==> config.mk <==
export PLATFORM = sky130hd
export DESIGN_NAME = fpm_mul_neq_unit
export DESIGN_NICKNAME = d
export VERILOG_FILES = /design/src/fpm_pkg.sv /design/src/fpm_mul_neq_unit.sv
export SDC_FILE = /design/constraint.sdc
export NUM_CORES = 2
export LEC_CHECK = 0
export ABC_CLOCK_PERIOD_IN_PS = 8020
export BUFFER_PORTS_ARGS = -buffer_cell sky130_fd_sc_hd__clkbuf_2
export CORE_ASPECT_RATIO = 0.7
export CORE_MARGIN = 2
export CORE_UTILIZATION = 35
export DETAILED_ROUTE_END_ITERATION = 12
export PLACE_DENSITY = 0.58
export SLEW_MARGIN = 10
export SYNTH_ARGS = -nofsm -noshare
export SYNTH_HDL_FRONTEND = slang
export SYNTH_SLANG_ARGS = --single-unit
export TNS_END_PERCENT = 50
==> constraint.sdc <==
create_clock -name sys_clk -period 8.02 [get_ports sys_clk]
set_input_delay 0.802 -clock sys_clk [delete_from_list [all_inputs] [get_ports sys_clk]]
set_output_delay 0.802 -clock sys_clk [all_outputs]
set_load 0.02 [all_outputs]
==> src/fpm_pkg.sv <==
package fpm_pkg;

    // ************************************************************
    // Operation codes, latencies and widths
    // ************************************************************
    localparam logic [7:0] FPM_OPC_MUL_FLAGS = 8'h8f;   // 143
    localparam logic [7:0] FPM_OPC_NOT_EQUAL = 8'h96;   // 150
    localparam int FPM_MUL_LATENCY = 3;
    localparam int FPM_CMP_LATENCY = 1;
    localparam int FPM_DEST_W = 7;
    localparam int FPM_FLAG_W = 7;

    // ************************************************************
    // Exception bit positions, shared by status word and results
    // ************************************************************
    localparam int FPM_BIT_INEXACT = 1;
    localparam int FPM_BIT_UNDERFLOW = 2;
    localparam int FPM_BIT_OVERFLOW = 3;
    localparam int FPM_BIT_BAD_OPERATION = 4;
    localparam int FPM_BIT_INPUT_FLUSHED = 5;
    localparam int FPM_BIT_OUTPUT_FLUSHED = 6;
    localparam logic [FPM_FLAG_W-1:0] FPM_FLAGS_RST = 7'h00;

    // ************************************************************
    // Rounding mode codes and exponent limits
    // ************************************************************
    localparam logic [1:0] FPM_RM_NEAREST = 2'h0;
    localparam logic [1:0] FPM_RM_ZERO = 2'h1;
    localparam logic [1:0] FPM_RM_PLUS = 2'h2;
    localparam logic [1:0] FPM_RM_MINUS = 2'h3;
    localparam logic [7:0] FPM_EXP_SPECIAL = 8'hff;
    localparam logic signed [10:0] FPM_EXP_BIAS = 11'sh07f;
    localparam logic signed [10:0] FPM_EXP_OVERFLOW = 11'sh0ff;
    localparam logic signed [10:0] FPM_EXP_MIN = 11'sh001;
    // Below this biased exponent even a denormal rounds to zero
    localparam logic signed [10:0] FPM_EXP_TINY = -11'sh016;

    // ************************************************************
    // Carriers
    // ************************************************************
    typedef struct packed {
        logic valid;
        logic [7:0] opcode;
        logic guarded;
        logic guard_lsb;
        logic [31:0] src1;
        logic [31:0] src2;
        logic [FPM_DEST_W-1:0] dest;
    } fpm_issue_t;

    typedef struct packed {
        logic valid;
        logic [FPM_DEST_W-1:0] dest;
        logic [31:0] data;
    } fpm_wb_t;

endpackage : fpm_pkg

==> src/fpm_mul_neq_unit.sv <==
module fpm_mul_neq_unit
    import fpm_pkg::*;
#(
    parameter int MUL_LAT = FPM_MUL_LATENCY
) (
    input wire logic sys_clk,
    input wire logic rst_n,
    input wire fpm_issue_t issue_slot2,
    input wire fpm_issue_t issue_slot3,
    input wire logic [1:0] rounding_mode,
    input wire logic status_write_valid,
    input wire logic [FPM_FLAG_W-1:0] status_write_flags,
    input wire logic [FPM_FLAG_W-1:0] other_unit_flags,
    output fpm_wb_t mul_wb_slot2,
    output fpm_wb_t mul_wb_slot3,
    output fpm_wb_t cmp_wb,
    output logic [FPM_FLAG_W-1:0] exception_flags
);

    // ************************************************************
    // Helper functions
    // ************************************************************

    // Guard gate; a missing guard acts as a true one
    // A clear guard bit leaves destination and status alone
    function automatic logic fpm_guard_ok(input fpm_issue_t op);
        return !op.guarded || op.guard_lsb;
    endfunction : fpm_guard_ok

    // Nonzero fraction under a zero exponent; flushed to zero on entry
    function automatic logic fpm_is_denorm(input logic [31:0] v);
        return v[30:23] == 8'h00 && v[22:0] != 23'h000000;
    endfunction : fpm_is_denorm

    // All-ones exponent with a nonzero fraction
    function automatic logic fpm_is_nan(input logic [31:0] v);
        return v[30:23] == FPM_EXP_SPECIAL && v[22:0] != 23'h000000;
    endfunction : fpm_is_nan

    // A NaN whose top fraction bit is clear signals; the quiet kind
    // passes through without raising a bad-operation flag
    function automatic logic fpm_is_snan(input logic [31:0] v);
        return fpm_is_nan(v) && !v[22];
    endfunction : fpm_is_snan

    // Exceptions a single-precision multiply would raise
    function automatic logic [FPM_FLAG_W-1:0] fpm_mul_flags(
        input logic [31:0] a,
        input logic [31:0] b,
        input logic [1:0] rm
    );
        logic [7:0] ea;
        logic [7:0] eb;
        logic [22:0] fa;
        logic [22:0] fb;
        logic za;
        logic zb;
        logic ia;
        logic ib;
        logic na;
        logic nb;
        logic sign;
        logic [47:0] prod;
        logic signed [10:0] exp;
        logic signed [10:0] exp_rnd;
        logic [23:0] sig;
        logic rbit;
        logic sbit;
        logic up;
        logic tiny_up;
        logic [FPM_FLAG_W-1:0] f;
        f = FPM_FLAGS_RST;
        ea = a[30:23];
        eb = b[30:23];
        fa = a[22:0];
        fb = b[22:0];
        sign = a[31] ^ b[31];
        // Bit 0 stays clear; only the six exception bits are ever set
        // Denormals are treated as zero and reported
        if (fpm_is_denorm(a)) begin
            f[FPM_BIT_INPUT_FLUSHED] = 1'b1;
        end
        if (fpm_is_denorm(b)) begin
            f[FPM_BIT_INPUT_FLUSHED] = 1'b1;
        end
        za = (ea == 8'h00);
        zb = (eb == 8'h00);
        ia = (ea == FPM_EXP_SPECIAL) && (fa == 23'h000000);
        ib = (eb == FPM_EXP_SPECIAL) && (fb == 23'h000000);
        na = fpm_is_nan(a);
        nb = fpm_is_nan(b);
        // Significand product and normalisation
        prod = {1'b1, fa} * {1'b1, fb};
        exp = signed'({3'b000, ea}) + signed'({3'b000, eb}) - FPM_EXP_BIAS;
        if (prod[47]) begin
            sig = prod[47:24];
            rbit = prod[23];
            sbit = |prod[22:0];
            exp = exp + 11'sh001;
        end else begin
            sig = prod[46:23];
            rbit = prod[22];
            sbit = |prod[21:0];
        end
        // Rounding direction from the status word mode
        case (rm)
            FPM_RM_NEAREST: up = rbit && (sbit || sig[0]);
            FPM_RM_PLUS: up = (rbit || sbit) && !sign;
            FPM_RM_MINUS: up = (rbit || sbit) && sign;
            default: up = 1'b0;
        endcase
        // Directed rounding away from zero lifts even the tiniest product
        tiny_up = (rm == FPM_RM_PLUS && !sign) ||
                  (rm == FPM_RM_MINUS && sign);
        // A carry out of rounding can push a finite product over the top
        exp_rnd = (up && &sig) ? exp + 11'sh001 : exp;
        if (na || nb) begin
            // Only a signalling NaN is invalid
            if (fpm_is_snan(a) || fpm_is_snan(b)) begin
                f[FPM_BIT_BAD_OPERATION] = 1'b1;
            end
        end else if ((ia && zb) || (ib && za)) begin
            f[FPM_BIT_BAD_OPERATION] = 1'b1;
        end else if (ia || ib || za || zb) begin
            f = f;  // Infinite or zero products are exact
        end else if (exp < FPM_EXP_MIN) begin
            // Tiny: flushing always loses the value
            f[FPM_BIT_UNDERFLOW] = 1'b1;
            f[FPM_BIT_INEXACT] = 1'b1;
            if (exp >= FPM_EXP_TINY || tiny_up) begin
                f[FPM_BIT_OUTPUT_FLUSHED] = 1'b1;
            end
        end else begin
            f[FPM_BIT_INEXACT] = rbit || sbit;
            if (exp_rnd >= FPM_EXP_OVERFLOW) begin
                f[FPM_BIT_OVERFLOW] = 1'b1;
                f[FPM_BIT_INEXACT] = 1'b1;
            end
        end
        return f;
    endfunction : fpm_mul_flags

    // Not-equal result in the top bit, its exceptions below
    function automatic logic [FPM_FLAG_W:0] fpm_neq(
        input logic [31:0] a,
        input logic [31:0] b
    );
        logic [7:0] ea;
        logic [7:0] eb;
        logic na;
        logic nb;
        logic ne;
        logic [FPM_FLAG_W-1:0] f;
        f = FPM_FLAGS_RST;
        ea = a[30:23];
        eb = b[30:23];
        // A flushed denormal is a zero from here on
        if (fpm_is_denorm(a) || fpm_is_denorm(b)) begin
            f[FPM_BIT_INPUT_FLUSHED] = 1'b1;
        end
        na = fpm_is_nan(a);
        nb = fpm_is_nan(b);
        if (na || nb) begin
            // Unordered reads as not different; signalling NaN traps
            ne = 1'b0;
            if (fpm_is_snan(a) || fpm_is_snan(b)) begin
                f[FPM_BIT_BAD_OPERATION] = 1'b1;
            end
        end else if (ea == 8'h00 && eb == 8'h00) begin
            ne = 1'b0;  // Both zero after flushing, of either sign
        end else if (ea == 8'h00 || eb == 8'h00) begin
            ne = 1'b1;
        end else begin
            ne = (a != b);
        end
        return {ne, f};
    endfunction : fpm_neq

    // ************************************************************
    // Issue decode
    // ************************************************************
    // Index 0 is issue slot 2 and index 1 is issue slot 3
    fpm_issue_t mul_issue [2];
    logic mul_go [2];
    logic cmp_go;
    logic [FPM_FLAG_W:0] cmp_res;
    logic [FPM_FLAG_W-1:0] cmp_update;
    fpm_wb_t mul_pipe_r [2][MUL_LAT];
    fpm_wb_t cmp_wb_r;
    logic [FPM_FLAG_W-1:0] flags_r;
    logic [FPM_FLAG_W-1:0] flags_nxt;

    // Product query is legal in either slot, the compare only in slot 3
    assign mul_issue[0] = issue_slot2;
    assign mul_issue[1] = issue_slot3;
    always_comb begin
        for (int i = 0; i < 2; i++) begin
            mul_go[i] = mul_issue[i].valid &&
                        mul_issue[i].opcode == FPM_OPC_MUL_FLAGS &&
                        fpm_guard_ok(mul_issue[i]);
        end
    end

    // Slot 2 has no compare unit, so a compare there is ignored
    assign cmp_go = issue_slot3.valid &&
                    issue_slot3.opcode == FPM_OPC_NOT_EQUAL &&
                    fpm_guard_ok(issue_slot3);
    assign cmp_res = fpm_neq(issue_slot3.src1, issue_slot3.src2);
    // A refused compare feeds nothing into the status word
    assign cmp_update = cmp_go ? cmp_res[FPM_FLAG_W-1:0] : FPM_FLAGS_RST;

    // ************************************************************
    // Product query pipeline
    // ************************************************************

    // Flags are computed at issue and carried down a fixed delay line,
    // so the whole flag computation sits in front of the first stage
    always_ff @(posedge sys_clk) begin
        if (!rst_n) begin
            // Clearing every stage keeps a stale valid from leaking out
            for (int i = 0; i < 2; i++) begin
                for (int s = 0; s < MUL_LAT; s++) begin
                    mul_pipe_r[i][s] <= '0;
                end
            end
        end else begin
            for (int i = 0; i < 2; i++) begin
                mul_pipe_r[i][0].valid <= mul_go[i];
                mul_pipe_r[i][0].dest <= mul_issue[i].dest;
                mul_pipe_r[i][0].data <= {25'h0,
                    fpm_mul_flags(mul_issue[i].src1, mul_issue[i].src2,
                                  rounding_mode)};
                for (int s = 1; s < MUL_LAT; s++) begin
                    mul_pipe_r[i][s] <= mul_pipe_r[i][s-1];
                end
            end
        end
    end

    // The last stage drives the writeback ports straight from flip-flops
    assign mul_wb_slot2 = mul_pipe_r[0][MUL_LAT-1];
    assign mul_wb_slot3 = mul_pipe_r[1][MUL_LAT-1];

    // ************************************************************
    // Not-equal compare, one cycle
    // ************************************************************
    // One register stage gives the single-cycle answer
    always_ff @(posedge sys_clk) begin
        if (!rst_n) begin
            cmp_wb_r <= '0;
        end else begin
            cmp_wb_r.valid <= cmp_go;
            cmp_wb_r.dest <= issue_slot3.dest;
            cmp_wb_r.data <= {31'h0, cmp_res[FPM_FLAG_W]};
        end
    end

    // Registered, like every other output of the block
    assign cmp_wb = cmp_wb_r;

    // ************************************************************
    // Status word exception flags
    // ************************************************************

    // Explicit write is the only clear; updates OR on top so an event
    // landing in the clearing cycle survives. The product query never
    // feeds this path.
    always_comb begin
        flags_nxt = status_write_valid ? status_write_flags : flags_r;
        flags_nxt = flags_nxt | other_unit_flags | cmp_update;
    end

    // Same edge as the compare's destination write
    always_ff @(posedge sys_clk) begin
        if (!rst_n) begin
            flags_r <= FPM_FLAGS_RST;
        end else begin
            flags_r <= flags_nxt;
        end
    end

    assign exception_flags = flags_r;

endmodule : fpm_mul_neq_unit

Word-level counts from Yosys, hierarchy flattened
Memory sizes are Yosys's and may differ from the RTL's.
Cells that the tools add are included.
{ "totals": {"regBits": 47, "mem_bits_rw": 190, "in_bits": 183, "output_inout_bits": 127, "wordCells": 219, "mem_count": 1} }
{ "memory_table": {"columns": ["memory", "depth", "width", "read_ports", "rd_ports_with_merged_regs", "write_ports", "line", "rtl"], "rows": [
  ["mul_pipe_r", 2, 95, 2, 0, 2, "fpm_mul_neq_unit.sv:188", "fpm_wb_t mul_pipe_r [2][MUL_LAT];"]
]} }
{ "op_classes": {"n_addsub": 8, "multipliers": 2, "order_cmp": 6, "eq_ne": 10, "n_mux": 81, "bitwise": 15, "n_reduce_logical": 91} }
{ "ops": {"columns": ["operator", "count"], "rows": [
  ["40-bit 2-to-1 mux", 4],
  ["24-bit by 24-bit multiplier with 48-bit output", 2],
  ["24-bit 2-to-1 mux", 4],
  ["23-bit logical NOT", 4],
  ["23-bit nonzero test", 4],
  ["11-bit 2-to-1 mux", 6],
  ["8-bit == test, second input constant", 7],
  ["24-bit AND reduction", 2],
  ["23-bit OR reduction", 2],
  ["1-bit 2-to-1 mux", 45],
  ["22-bit OR reduction", 2],
  ["1-bit logical AND", 39],
  ["7-bit 2-to-1 mux", 5],
  ["8-bit logical NOT", 4],
  ["32-bit inequality test", 1],
  ["1-bit logical OR", 24],
  ["4-bit 2-to-1 mux", 6],
  ["10-bit by 2-bit adder with 11-bit output, second input constant", 2],
  ["11-bit by 2-bit adder with 11-bit output, second input constant", 2],
  ["11-bit by 6-bit greater-or-equal comparator with 1-bit output, second input constant", 2],
  ["11-bit by 9-bit greater-or-equal comparator with 1-bit output, second input constant", 2],
  ["11-bit by 2-bit less-than comparator with 1-bit output, second input constant", 2],
  ["9-bit by 7-bit subtractor with 10-bit output, second input constant", 2],
  ["8-bit by 8-bit adder with 9-bit output", 2],
  ["other kinds (13)", 38]
]} }

Longest topological paths before layout
{ "logic_depth": {"ltp_word": 18, "ltp_mapped": 33, "depth_no_buf": 29} }

Least setup slack after synthesis
OpenSTA, ideal clock, no wires.
{ "synth_path": {"kind": "input to register", "start": "in issue_slot2[19] in the netlist's numbering", "end": "mem mul_pipe_r[0][83] in the netlist's numbering", "setup_time_ns": 0.129, "t_arrival_ns": 8.319, "path_slack_ns": -0.428, "cell_stages": 32, "path_buffers": 5, "path_cell_list": "clkbuf_1 > clkbuf_1 > nand2_1 > fa_1 > inv_1 > fa_1 > inv_1 > fa_1 > inv_1 > fa_1 > inv_1 > fa_1 > fa_1 > inv_1 > fa_1 > ha_1 > clkbuf_1 > a21oi_1 > o21a_1 > o221a_2 > a21boi_0 > or3_1 > o211ai_1 > buf_2 > buf_1 > nand2_1 > nand2_1 > ha_1 > inv_1 > or4_1 > o31ai_1 > a211oi_1"} }
{ "synth_lines": {"columns": ["item", "line", "rtl"], "rows": [
  ["start, declared", "fpm_mul_neq_unit.sv:8", "input wire fpm_issue_t issue_slot2,"],
  ["end, declared", "fpm_mul_neq_unit.sv:188", null]
]} }

==> out/summary.txt <==
Hold-fix buffers, CTS -> 0
Share of cells above drive strength 1 -> 20.1%
Nets -> 7679
Number of synthesized flops with an enable pin -> 0
Data arrival, critical path -> 8.39 ns
Routing usage on met1 -> 35.6%
Reg2Reg Depth -> 3
Max Clock Freq -> 0.124 GHz
Synth top cells by count -> inv_1 (1165), fa_1 (966), nand2_1 (727), and2_1 (523), ha_1 (404)
Main flop type after synthesis -> dfxtp_1
Worst setup margin -> -0.0359 ns
Pin count of the biggest net entering global routing -> 61
Setup crit end kind -> flip-flop
Global-route usage over all layers -> 22.5%
H-tree depth -> 3
Vias in the first global route -> 40000
Failing checks -> setup timing
Maximum Capacitance Violations -> 0
Cell taking the most area after synthesis -> fa_1
Met3 GRT Util -> 5.84%
RePlAce Congestion -> 0.997
DR vias -> 39000
Seq/Total Area, Yosys -> 4.33%
Count leader, synth -> inv_1
Worst Path Required -> 8.35 ns
DRT Pass-1 Iters -> 6
Setup crit end -> mul_pipe_r[1][83]$_DFF_P_
Die Area -> 0.135 sq mm
Routing usage on met2 -> 30.9%
Final period util -> 100%
Final Instance Count excl. Fillers -> 7885
Die W -> 438 um
Top-area cell type share of the netlist area -> 41.9%
Global route hottest layer -> met1
Total grt overflow -> 0
Routed len/inst -> 19.0 um
Slew headroom -> 40.6%
Clock transition at the registers of the reported paths -> 0.08 ns
Placed Cells -> 7837
RR Endpoint -> exception_flags[3]$_SDFF_PN0_
Post-placement cell area -> 0.0540 sq mm
# setup viols final -> 2
Vias/cell -> 4.94
Initial core utilization -> 35.3%
Total CTS buffers -> 9
Kind of critical path -> in -> reg
Clock root buffer -> clkbuf_16
Post-Route WL -> 150000 um
Clock Latency Late Sink -> 0.40 ns
Fin. max-slew vios -> 0
Status -> complete, but fails checks
Final HPWL DP -> 132000 um
Port bufs -> 226
Area grow syn2layout -> 21.3%
TritonCTS clock tree -> done
Initial antenna violation count -> 3
First-pass GRT wire length -> 236000 um
Die Y -> 308 um
IO Count -> 310
Tmin final -> 8.06 ns
Area contributors post-synth -> fa_1 (42%), ha_1 (11%), inv_1 (9.5%)
Worst Setup Start Kind -> primary input
Cell Area, Synth -> 0.0462 sq mm
Max clock buf depth -> 2
Final hold viol count -> 0
Row cnt -> 111
Yosys warning count -> 0
Worst setup path startpoint -> issue_slot3[29]
Worst clock skew -> 0.00612 ns
Slew @ Worst Pin -> 0.889 ns
RR Startpoint -> exception_flags[3]$_SDFF_PN0_
Antenna viol nets, final -> 0
Setup TNS -> -0.0525 ns
DP Worst Slack -> -0.708 ns
Hold crit path type -> reg -> reg
Syn_area_per_cell -> 8.52 sq um
1st-iter DRT viols -> 3244
Post-route DRC violation count -> 0
Worst-path fanout max -> 7
RSZ-0062 raised after global routing -> true
Async SR Flop Fraction -> 0%
Synthesis-stage register bit count -> 100
CTS sink cnt -> 100
Cell count after synthesis -> 5423
Count of cell types in the netlist -> 109
Finished Cell Area -> 0.0560 sq mm
Core area -> 0.131 sq mm
R2R Setup Slk -> 7.15 ns
-- layout by cell type, fill, tap and decap left out, types with 24 or more instances in the layout --
cell type,synthesis,layout
fa_1,966,930
conb_1,1,83
ha_1,404,366
fa_2,0,36
a21oi_1,124,108
nand4_1,69,69
and2_1,523,517
nand2_1,727,720
xnor2_1,41,38
nor2_1,156,153
o21ai_0,82,76
nor3_1,43,43
clkbuf_2,0,163
dfxtp_1,100,100
nor4_1,55,52
ha_4,0,32
a211oi_1,34,30
buf_12,0,37
clkbuf_4,0,26
buf_6,1,55
buf_4,118,686
a21o_1,24,24
inv_1,1165,1148
nand3_1,52,52
o21a_1,25,25
o211ai_1,29,29
or3_1,28,26
-- registers in the layout, summed over array words and instances (netlist names) --
register and cells:
cmp_wb 9, exception_flags 7, mul_pipe_r 84
-- metrics by stage --
stage | hold slack (ns) | util, %
after floorplan | 0.412 | -
after global placement | 0.413 | 41.2
after detailed placement | 0.418 | 41.2
after CTS | 0.434 | 41.7
after global routing | 0.440 | 42.8
final | 0.432 | 42.8
-- worst min-delay path by stage --
stage / from / to / cells after the start
2_1_floorplan: mul_pipe_r[0][41]$_SDFF_PN0_ / mul_pipe_r[0][1]$_SDFF_PN0_ / 1
3_5_place_dp: mul_pipe_r[1][79]$_SDFF_PN0_ / mul_pipe_r[1][39]$_SDFF_PN0_ / 1
5_1_grt: mul_pipe_r[0][75]$_SDFF_PN0_ / mul_pipe_r[0][35]$_SDFF_PN0_ / 1
4_1_cts: mul_pipe_r[1][75]$_SDFF_PN0_ / mul_pipe_r[1][35]$_SDFF_PN0_ / 1
6_report: mul_pipe_r[0][94]$_DFF_P_ / mul_pipe_r[0][79]$_SDFF_PN0_ / 1
3_3_place_gp: mul_pipe_r[1][87]$_DFF_P_ / mul_pipe_r[1][72]$_SDFF_PN0_ / 1
-- repair_timing --
item,CTS,global route
setup endpoints to repair,8,8
setup buffers,5,20
hold endpoints to repair,0,0
cloned,0,5
pin swaps,13,97
resized for setup,82,331
-- per-layer routing --
| layer | wire [um] | part of all wire [%] |
|---|---|---|
| met4 | 1690 | 1.1 |
| met1 | 74200 | 49 |
| met2 | 59200 | 39 |
| met3 | 14800 | 9.9 |
| met5 | 76 | 0.051 |
-- cell families after synthesis --
| kind of cell | Yosys count | synth area share [%] |
|---|---|---|
| DFF | 100 | 4.33 |
| xor gates and xnor gates | 59 | 1.19 |
| muxes | 21 | 0.463 |
| and+or+nand+nor | 1776 | 19.3 |
| adders and majority gates | 1370 | 52.8 |
| other | 1 | 0.00812 |
| buffers and inverters | 1550 | 13.6 |
| AOI/OAI and AO/OA | 546 | 8.22 |
-- critical path, cell delays in order --
cell and delay [ns]:
buf_4 0.15, buf_6 0.15, nand2_1 0.09, fa_1 0.50, fa_2 0.59, inv_2 0.04, fa_2 0.53, fa_2 0.64
fa_2 0.47, fa_1 0.55, inv_1 0.06, fa_1 0.52, inv_2 0.05, ha_4 0.30, nand4_4 0.13, or4_4 0.44
o22ai_4 0.17, o32ai_2 0.11, a31o_1 0.20, a2111o_1 0.37, or4_4 0.42, or4b_4 0.53, a311oi_2 0.30, nor2_1 0.09
a211oi_1 0.17
-- cell type report --
| cell class | instances | area (sq um) |
|---|---|---|
| antenna | 3 | 7.51 |
| clock inverter | 5 | 66.3 |
| tap | 1751 | 2190 |
| multi-input combinational | 3855 | 39200 |
| timing repair buffer | 991 | 7870 |
| fill | 13000 | 74900 |
| inverter | 1169 | 4400 |
| clock buffer | 11 | 243 |
| sequential | 100 | 2000 |
Power is left out: the tool's default activity adds up to more than one toggle a clock period on the data nets, which glitch-free logic cannot reach.
